<file path="config.mk">
export PLATFORM = sky130hd
export DESIGN_NAME = increment_or_move_instructions
export DESIGN_NICKNAME = d
export VERILOG_FILES = /design/src/hw/incor_pkg.sv /design/src/hw/increment_or_move_instructions.sv /design/src/hw/incor_alu.sv
export VERILOG_INCLUDE_DIRS = /design/src /design/src/hw
export SDC_FILE = /design/constraint.sdc
export NUM_CORES = 1
export LEC_CHECK = 0
export BUFFER_PORTS_ARGS = -buffer_cell sky130_fd_sc_hd__buf_2
export CELL_PAD_IN_SITES_DETAIL_PLACEMENT = 2
export CELL_PAD_IN_SITES_GLOBAL_PLACEMENT = 2
export CORE_ASPECT_RATIO = 2
export CORE_UTILIZATION = 30
export CTS_CLUSTER_DIAMETER = 30
export DETAILED_ROUTE_END_ITERATION = 12
export PLACE_DENSITY = 0.92
export SLEW_MARGIN = 20
export SYNTH_ARGS = -nofsm -noshare
export SYNTH_HDL_FRONTEND = slang
export SYNTH_SLANG_ARGS = --single-unit
</file>
<file path="constraint.sdc">
create_clock -name ref_clk -period 3.5 [get_ports ref_clk]
set_input_delay 0.175 -clock ref_clk [delete_from_list [all_inputs] [get_ports ref_clk]]
set_output_delay 0.175 -clock ref_clk [all_outputs]
set_load 0.01 [all_outputs]
</file>
<file path="src/hw/incor_defines.svh">
// Purpose: constants for the increment/or/copy instruction slice
// Assumes: 14-bit instruction words, 8-bit data
// Notes: opcodes compare against the top six bits, literal op against top six as well
`ifndef INCOR_DEFINES_SVH
`define INCOR_DEFINES_SVH
`define OPC_INCREMENT 6'h0A
`define OPC_OR_REG 6'h04
`define OPC_COPY 6'h08
`define OPC_OR_LIT 6'h38
`define OPC_MSB 13
`define OPC_LSB 8
`define DEST_BIT 7
`define ADDR_MSB 6
`define ACC_RESET 8'h00
`define ZERO_RESET 1'b0
`endif

</file>
<file path="src/hw/incor_pkg.sv">
// Purpose: types for the increment/or/copy instruction slice
// Assumes: nothing beyond the defines header
// Notes: carrier structs for register file access and results
package incor_pkg;
  typedef enum logic [2:0] {OP_NONE, OP_INCREMENT, OP_OR_LIT, OP_OR_REG, OP_COPY} op_e;
  typedef struct packed {
    logic writeEnable;
    logic [6:0] addr;
    logic [7:0] data;
  } fileWrite_s;
  typedef struct packed {
    logic valid;
    logic [7:0] value;
    logic toFile;
  } result_s;
endpackage

</file>
<file path="src/hw/increment_or_move_instructions.sv">
// What this block does
// - increment opcode adds one, writes destination, zero
// - destination bit 0 accumulator, 1 register, except literal OR which always writes accumulator
// - operand address is low seven bits
// - literal OR into accumulator, zero flag updated
// - register OR accumulator to destination, zero
// - copy register to destination, zero flag
// Purpose: execute four instructions of a small 8-bit core in one cycle each
// Assumes: file register read is combinational from fileAddr; other opcodes ignored
// Notes: accumulator and zero flag live here; file writes go out as a strobe
`timescale 1ns/1ns
`include "incor_defines.svh"
module increment_or_move_instructions #(
  parameter int DATA_W = 8,
  parameter int ADDR_W = 7,
  parameter int INSTR_W = 14
) (
  input wire logic ref_clk,
  input wire logic rst_n,
  input wire logic instrValid,
  input wire logic [INSTR_W-1:0] instr,
  input wire logic [DATA_W-1:0] fileRdata,
  output logic [ADDR_W-1:0] fileAddr,
  output incor_pkg::fileWrite_s fileWr,
  output logic [DATA_W-1:0] acc,
  output logic zeroFlag,
  output logic handled
);
  incor_pkg::op_e op;
  logic [7:0] aluResult;
  logic aluZero;
  logic [7:0] acc_reg, acc_next;
  logic zero_reg, zero_next;
  incor_pkg::fileWrite_s fileWr_reg, fileWr_next;
  logic destFile;

  function automatic incor_pkg::op_e decode(input logic [13:0] w);
    case (w[`OPC_MSB:`OPC_LSB])
      `OPC_INCREMENT: decode = incor_pkg::OP_INCREMENT;
      `OPC_OR_LIT: decode = incor_pkg::OP_OR_LIT;
      `OPC_OR_REG: decode = incor_pkg::OP_OR_REG;
      `OPC_COPY: decode = incor_pkg::OP_COPY;
      default: decode = incor_pkg::OP_NONE;
    endcase
  endfunction

  // the carrier structs and the opcode field layout fix these widths
  if (DATA_W != 8 || ADDR_W != 7 || INSTR_W != 14) begin : g_width_check
    $error("unsupported width parameters");
  end

  always_comb begin
    op = incor_pkg::OP_NONE;
    if (instrValid) begin
      op = decode(instr);
    end
  end
  assign fileAddr = instr[`ADDR_MSB:0];
  assign destFile = instr[`DEST_BIT] && (op != incor_pkg::OP_OR_LIT);
  assign handled = (op != incor_pkg::OP_NONE);

  incor_alu alu (
    .op(op),
    .acc(acc_reg),
    .fileVal(fileRdata),
    .literal(instr[7:0]),
    .result(aluResult),
    .isZero(aluZero)
  );

  always_comb begin
    acc_next = acc_reg;
    zero_next = zero_reg;
    fileWr_next = '0;
    if (handled) begin
      zero_next = aluZero;
      if (destFile) begin
        fileWr_next.writeEnable = 1'b1;
        fileWr_next.addr = fileAddr;
        fileWr_next.data = aluResult;
      end else begin
        acc_next = aluResult;
      end
    end
  end

  always_ff @(posedge ref_clk or negedge rst_n) begin
    if (!rst_n) begin
      acc_reg <= `ACC_RESET;
      zero_reg <= `ZERO_RESET;
      fileWr_reg <= '0;
    end else begin
      acc_reg <= acc_next;
      zero_reg <= zero_next;
      fileWr_reg <= fileWr_next;
    end
  end

  assign acc = acc_reg;
  assign zeroFlag = zero_reg;
  assign fileWr = fileWr_reg;

  property p_inc_acc;
    @(posedge ref_clk) disable iff (!rst_n)
    (op == incor_pkg::OP_INCREMENT && !instr[`DEST_BIT]) |=>
      acc == 8'($past(fileRdata) + 8'h01);
  endproperty
  a_inc_acc: assert property (p_inc_acc) else $error("increment to acc wrong");

  property p_dest_file;
    @(posedge ref_clk) disable iff (!rst_n)
    (handled && destFile) |=> fileWr.writeEnable && fileWr.addr == $past(instr[6:0])
      && acc == $past(acc);
  endproperty
  a_dest_file: assert property (p_dest_file) else $error("file destination wrong");

  property p_addr;
    @(posedge ref_clk) disable iff (!rst_n)
    handled |-> fileAddr == instr[6:0];
  endproperty
  a_addr: assert property (p_addr) else $error("address field wrong");

  property p_orlit;
    @(posedge ref_clk) disable iff (!rst_n)
    op == incor_pkg::OP_OR_LIT |=> acc == ($past(acc) | $past(instr[7:0])) && !fileWr.writeEnable;
  endproperty
  a_orlit: assert property (p_orlit) else $error("literal or wrong");

  property p_orreg;
    @(posedge ref_clk) disable iff (!rst_n)
    (op == incor_pkg::OP_OR_REG && instr[`DEST_BIT]) |=>
      fileWr.data == ($past(acc) | $past(fileRdata));
  endproperty
  a_orreg: assert property (p_orreg) else $error("register or wrong");

  property p_copy;
    @(posedge ref_clk) disable iff (!rst_n)
    (op == incor_pkg::OP_COPY && !instr[`DEST_BIT]) |=> acc == $past(fileRdata);
  endproperty
  a_copy: assert property (p_copy) else $error("copy wrong");

  property p_zero;
    @(posedge ref_clk) disable iff (!rst_n)
    handled |=> zeroFlag == (fileWr.writeEnable ? fileWr.data == 8'h00 : acc == 8'h00);
  endproperty
  a_zero: assert property (p_zero) else $error("zero flag wrong");

  property p_hold;
    @(posedge ref_clk) disable iff (!rst_n)
    !handled |=> $stable(acc) && $stable(zeroFlag) && !fileWr.writeEnable;
  endproperty
  a_hold: assert property (p_hold) else $error("state changed without instruction");

  property p_inc_file;
    @(posedge ref_clk) disable iff (!rst_n)
    (op == incor_pkg::OP_INCREMENT && instr[`DEST_BIT]) |=>
      fileWr.writeEnable && fileWr.data == 8'($past(fileRdata) + 8'h01);
  endproperty
  a_inc_file: assert property (p_inc_file) else $error("increment to file wrong");

  property p_inc_wrap;
    @(posedge ref_clk) disable iff (!rst_n)
    (op == incor_pkg::OP_INCREMENT && fileRdata == 8'hFF) |=>
      zeroFlag;
  endproperty
  a_inc_wrap: assert property (p_inc_wrap) else $error("increment wrap zero wrong");

  property p_dest_acc;
    @(posedge ref_clk) disable iff (!rst_n)
    (handled && !instr[`DEST_BIT]) |=>
      !fileWr.writeEnable;
  endproperty
  a_dest_acc: assert property (p_dest_acc) else $error("accumulator destination wrote file");

  property p_wr_addr;
    @(posedge ref_clk) disable iff (!rst_n)
    fileWr.writeEnable |->
      fileWr.addr == $past(instr[`ADDR_MSB:0]);
  endproperty
  a_wr_addr: assert property (p_wr_addr) else $error("write address wrong");

  property p_orlit_nz;
    @(posedge ref_clk) disable iff (!rst_n)
    (op == incor_pkg::OP_OR_LIT && instr[7:0] != 8'h00) |=>
      !zeroFlag && acc != 8'h00;
  endproperty
  a_orlit_nz: assert property (p_orlit_nz) else $error("literal or zero flag wrong");

  property p_orreg_acc;
    @(posedge ref_clk) disable iff (!rst_n)
    (op == incor_pkg::OP_OR_REG && !instr[`DEST_BIT]) |=>
      acc == ($past(acc) | $past(fileRdata)) && !fileWr.writeEnable;
  endproperty
  a_orreg_acc: assert property (p_orreg_acc) else $error("register or to acc wrong");

  property p_copy_file;
    @(posedge ref_clk) disable iff (!rst_n)
    (op == incor_pkg::OP_COPY && instr[`DEST_BIT]) |=>
      fileWr.writeEnable && fileWr.data == $past(fileRdata) && acc == $past(acc);
  endproperty
  a_copy_file: assert property (p_copy_file) else $error("copy to file wrong");

  property p_copy_zero;
    @(posedge ref_clk) disable iff (!rst_n)
    (op == incor_pkg::OP_COPY) |=>
      zeroFlag == ($past(fileRdata) == 8'h00);
  endproperty
  a_copy_zero: assert property (p_copy_zero) else $error("copy zero test wrong");

  property p_refuse;
    @(posedge ref_clk) disable iff (!rst_n)
    !instrValid |->
      !handled;
  endproperty
  a_refuse: assert property (p_refuse) else $error("instruction taken without valid");

  property p_wr_pulse;
    @(posedge ref_clk) disable iff (!rst_n)
    fileWr.writeEnable |->
      $past(handled);
  endproperty
  a_wr_pulse: assert property (p_wr_pulse) else $error("file write without instruction");
endmodule

</file>
<file path="src/hw/incor_alu.sv">
// Purpose: combinational operation unit for the instruction slice
// Assumes: operands already selected
// Notes: computes result value and zero condition
`timescale 1ns/1ns
module incor_alu (
  input wire incor_pkg::op_e op,
  input wire logic [7:0] acc,
  input wire logic [7:0] fileVal,
  input wire logic [7:0] literal,
  output logic [7:0] result,
  output logic isZero
);
  always_comb begin
    case (op)
      incor_pkg::OP_INCREMENT: result = 8'(fileVal + 8'h01);
      incor_pkg::OP_OR_LIT: result = acc | literal;
      incor_pkg::OP_OR_REG: result = acc | fileVal;
      incor_pkg::OP_COPY: result = fileVal;
      default: result = acc;
    endcase
    isZero = (result == 8'h00);
  end
endmodule

</file>
After elaboration in Yosys (flattened, before gate mapping)

Index checks and enable logic that the tools add are counted.
W data, S select, Z words.

Word-level logic and storage cells: 27
Output and inout port bits: 33
Register bits after elaboration: 25

Bitwise gates (word level): 3
Reduce and logical (&&, ||, !) cells: 4
Muxes and demuxes: 5
$add $sub $neg: 1
Equality and inequality tests: 9

Operators with widths:

| cell                  | number |
|---|---|
| $mux W16              | 2 |
| $pmux W8 S4           | 1 |
| $or A8 B8 Y8          | 2 |
| $eq A6 B4 Y1 const B  | 2 |
| $pmux W3 S4           | 1 |
| $add A8 B1 Y8 const B | 1 |
| $logic_not A8 Y1      | 1 |
| $eq A3 B2 Y1 const B  | 2 |
| $eq A6 B3 Y1 const B  | 1 |
| $eq A6 B6 Y1 const B  | 1 |
| $eq A3 B1 Y1 const B  | 1 |
| $eq A3 B3 Y1 const B  | 1 |
| $mux W3               | 1 |
| $ne A3 B2 Y1 const B  | 1 |
| $reduce_bool A3 Y1    | 1 |
| $reduce_and A2 Y1     | 1 |
| $logic_and A1 B1 Y1   | 1 |
| $not A1 Y1            | 1 |

Logic depth before layout (Yosys ltp)

Depth after elaboration: 7
Gate-level depth with buffers: 8

Cells and area by module

From an unflattened synthesis, not the netlist that was laid out.

Cells, all modules: 160
Area total of the unflattened synthesis: 1657.8 um^2

By module, submodules not included:

| module                         | cells each | instances | area each (um^2) |
|---|---|---|---|
| increment_or_move_instructions | 75         | 1         | 1071.0 |
| incor_alu                      | 85         | 1         | 586.8 |

Worst setup path after synthesis

Ideal clock, no wire load.

Path type: input port to flip-flop
Start: input instr[11]
End: register zero_reg, in the netlist zeroFlag
Stages: 6
Path buffers: 0
Arrival time: 1.657 ns
Required time: 3.378 ns
Library setup time: 0.122 ns
Slack: 1.722 ns
Path through: or4b_4 > a21oi_4 > o311a_1 > a2111oi_0 > o211a_1 > a32o_1

Cells in the longest elaborated chain, start to end: 6

RTL lines:

| what                                 | RTL line                             | RTL |
|---|---|---|
| start: declaration                   | increment_or_move_instructions.sv:21 | `input wire logic [INSTR_W-1:0] instr,` |
| $eq A6 B4 Y1 (tied with other cells) | increment_or_move_instructions.sv:38 | `` case (w[`OPC_MSB:`OPC_LSB]) `` |
| $pmux W3 S4 *                        | increment_or_move_instructions.sv:38 |  |
| $mux W3 *                            | increment_or_move_instructions.sv:54 | `if (instrValid) begin` |
| $eq A3 B3 Y1 (tied with other cells) | incor_alu.sv:14                      | `case (op)` |
| $pmux W8 S4                          | incor_alu.sv:14                      |  |
| $logic_not A8 Y1                     | incor_alu.sv:21                      | `isZero = (result == 8'h00);` |
| end signal: assignment               | increment_or_move_instructions.sv:90 | `` zero_reg <= `ZERO_RESET; `` |
| end signal: assignment               | increment_or_move_instructions.sv:94 | `zero_reg <= zero_next;` |
| end: declaration                     | increment_or_move_instructions.sv:33 | `logic zero_reg, zero_next;` |

Mark *: on every way between the ends. The rest lies on a longest branch, timed or not.
A chain may end at the register's enable or synchronous reset.

Worst setup path after layout

Start: input instr[9]
End: register zero_reg, in the netlist zeroFlag

The elaborated chain is that of the path after synthesis.

==> impl_metrics.yaml <==
global_routing:
  overflow: 0
  track_usage_pct: 21.00
  grt_pass1_wl_um: 7997
  antenna_found_initial: 0
  grt_pass1_vias: 1585
  grt_max_degree: 26
cts:
  post_cts_buffers: 0
  cts_buffers: 3
  clk_pin_slew_ns: 0.08
  cts-htree-levels: 1
  root_buffer: "clkbuf_8"
  clock-sinks: 25
  worstSkewPairLatency_ns: 0.26
  cts.path.max_buffers: 2
  tritoncts: "built"
  cts_resized: 0
logic_synthesis:
  syn_area_um2: 1475
  syn_area_per_cell_um2: 9.456
  netlist_instances: 156
  synth_top_area_cell: "dfrtp_1"
  seq_area_frac_synth_pct: 42.41
  synth_area_leaders: "dfrtp_1 42%, nand2_1 4.1%, buf_4 3.6%"
  synth_seq_cells: 25
  ys_warn_count: 0
  netlist.area_leader.share_pct: 42.41
  syn-num-nets: 182
  synth_cell_types: 51
job:
  maxCapViolCount: 0
timing:
  period_share_pct: 56.88
  tightest_slew_ns: 0.9648
  finClkSkew_ns: 0.005048
  fmax_mhz: 502.3
  drv_slew: 0
  hold_ws_ns: 0.1529
  hold_violations: 0
  period_needed_ns: 1.991
  timing.final.ws_setup_ns: 1.509
  rsz0062_at_grt: "no"
  setup_viol: 0
  slew_headroom_pct: 35.44
  fin_tns_setup_ns: 0
place:
  dpl_worst_slack_ns: 1.263
  place_congestion: 0.8659
  numPortBuffers: 57
  dpl_cell_area_um2: 1764
  dp_hpwl_um: 4035
floorplanning:
  ios: 58
  die_w_um: 51.59
  start_util_pct: 31.78
  placementRows: 35
  fp.dieH_um: 101.2
  dieArea_um2: 5219
  core_region_area_um2: 4642
detailed_routing:
  drcViolationCount: 0
  routedWlPerCell_um: 18.46
  vias: 1442
  ant_nets: 0
  routed_via_density: 5.483
  drt-total-wl_um: 4854
  dr.first_iter.drc_count: 17
  firstDrtPassIters: 4
setup_path:
  crit_required_ns: 3.70
  worstSetupStartpointType: "input port"
  worstSetupPathType: "input port to register"
  crit_arrival_ns: 2.19
  end_kind: "register"
  cp_max_fo: 16
finish:
  insertedDiodeCount: 0
  drive_above_1_share_pct: 34.13
  final_cell_mix: "57 x buf_2, 25 x dfrtp_1, 16 x nand2_1"
  final_area_um2: 1819
  nets: 235
  postLayoutCoreUtil_pct: 39.19
  largest_reg_flops: 16
  synthToLayoutAreaGrowth_pct: 23.32
  layout_commonest_cell: "buf_2"
worst_hold_path:
  worstHoldPathType: "input port to register"
pwr:
  power_density_nw_per_um2: 326.5
  ir_worst_vdd_mv: 0.2575
  leakage_nw: 0.8632
run_status:
  status: "finished, final reports clean"
-- cells by family after synthesis --
group,Yosys count,share of synthesized area (%)
and+or+nand+nor,68,27.48
muxes,1,0.7633
DFF,25,42.41
buffers and inverters,16,5.937
adders and majority gates,1,0.8480
AOI/OAI and AO/OA,42,20.78
xor gates and xnor gates,3,1.781
-- metal layers --
metal  up-vias  GRT usage [%]  routed length, µm
met4         0          10.81                169
li1        670              -                  -
met1       715          21.04               1661
met5         -              0                  0
met2        47          40.46               2872
met3        10          2.102                151
-- worst paths after layout --
check,end,cells after the start,from,slack [ns]
worst min-delay path,fileWr[8],2,instr[0],0.15
max in group asynchronous,fileWr[12],2,rst_n,2.73
worst max-delay path,zeroFlag,7,instr[9],1.51
worst max register to register,zeroFlag,5,acc[0],1.92
min in group asynchronous,fileWr[7],2,rst_n,0.42
worst min register to register,zeroFlag,1,zeroFlag,0.52
-- Yosys cell counts (all sizes together) --
cell	n
buf	8
nor4b	1
and3b	1
o2111a	1
a211oi	2
nand3	2
or3b	1
a32o	1
clkbuf	2
o211a	1
o21a	4
ha	1
and4	3
a21oi	6
nor3b	3
xnor2	2
and2	7
inv	6
nor2	14
a221oi	2
nand2b	3
or3	3
dfrtp	25
o211ai	1
a2111oi	1
nand3b	1
nand2	16
nor3	4
a32oi	2
nand4	2
nand4b	3
o21ai	15
a22oi	1
mux2	1
nor4	1
o31a	1
o311a	1
o22ai	1
or4b	2
a21o	1
or2	1
xor2	1
a211o	1
-- metrics by stage --
step | total power [mW] | cells
6_report | 0.5939 | 263
3_3_place_gp | 0.4290 | 258
2_1_floorplan | 0.3757 | 156
4_1_cts | 0.6021 | 263
5_1_grt | 0.6212 | 263
3_5_place_dp | 0.4357 | 258
-- area by class of cell --
class / instances / area (µm²)
Clock buffer: 4 / 45.04
Timing Repair Buffer: 58 / 295.3
Tap cell: 55 / 68.82
Fill cell: 557 / 2823
Inverter: 6 / 22.52
Sequential cell: 25 / 625.6
Multi-Input combinational cell: 115 / 762.0
-- power by group --
group          internal (mW)  total, mW  switching (mW)  leakage [nW]
Combinational         0.0482      0.117          0.0691         0.495
Sequential             0.301      0.312          0.0111         0.345
Clock                 0.0812      0.165          0.0834        0.0228
Total                  0.430      0.594           0.164         0.863
-- critical path, cell delays in order --
cell	delay [ns]
buf_2	0.19
and3b_1	0.25
o21ai_2	0.37
mux2_2	0.40
a221oi_2	0.33
and4_1	0.29
a32o_1	0.17
-- timing repair --
item | in CTS | in global routing
setup endpoints to repair | 0 | 0
endpoints found under the hold margin | 25 | 0
hold buffers | 1 | 0
No activity file was read; power rests on OpenSTA's default activity.
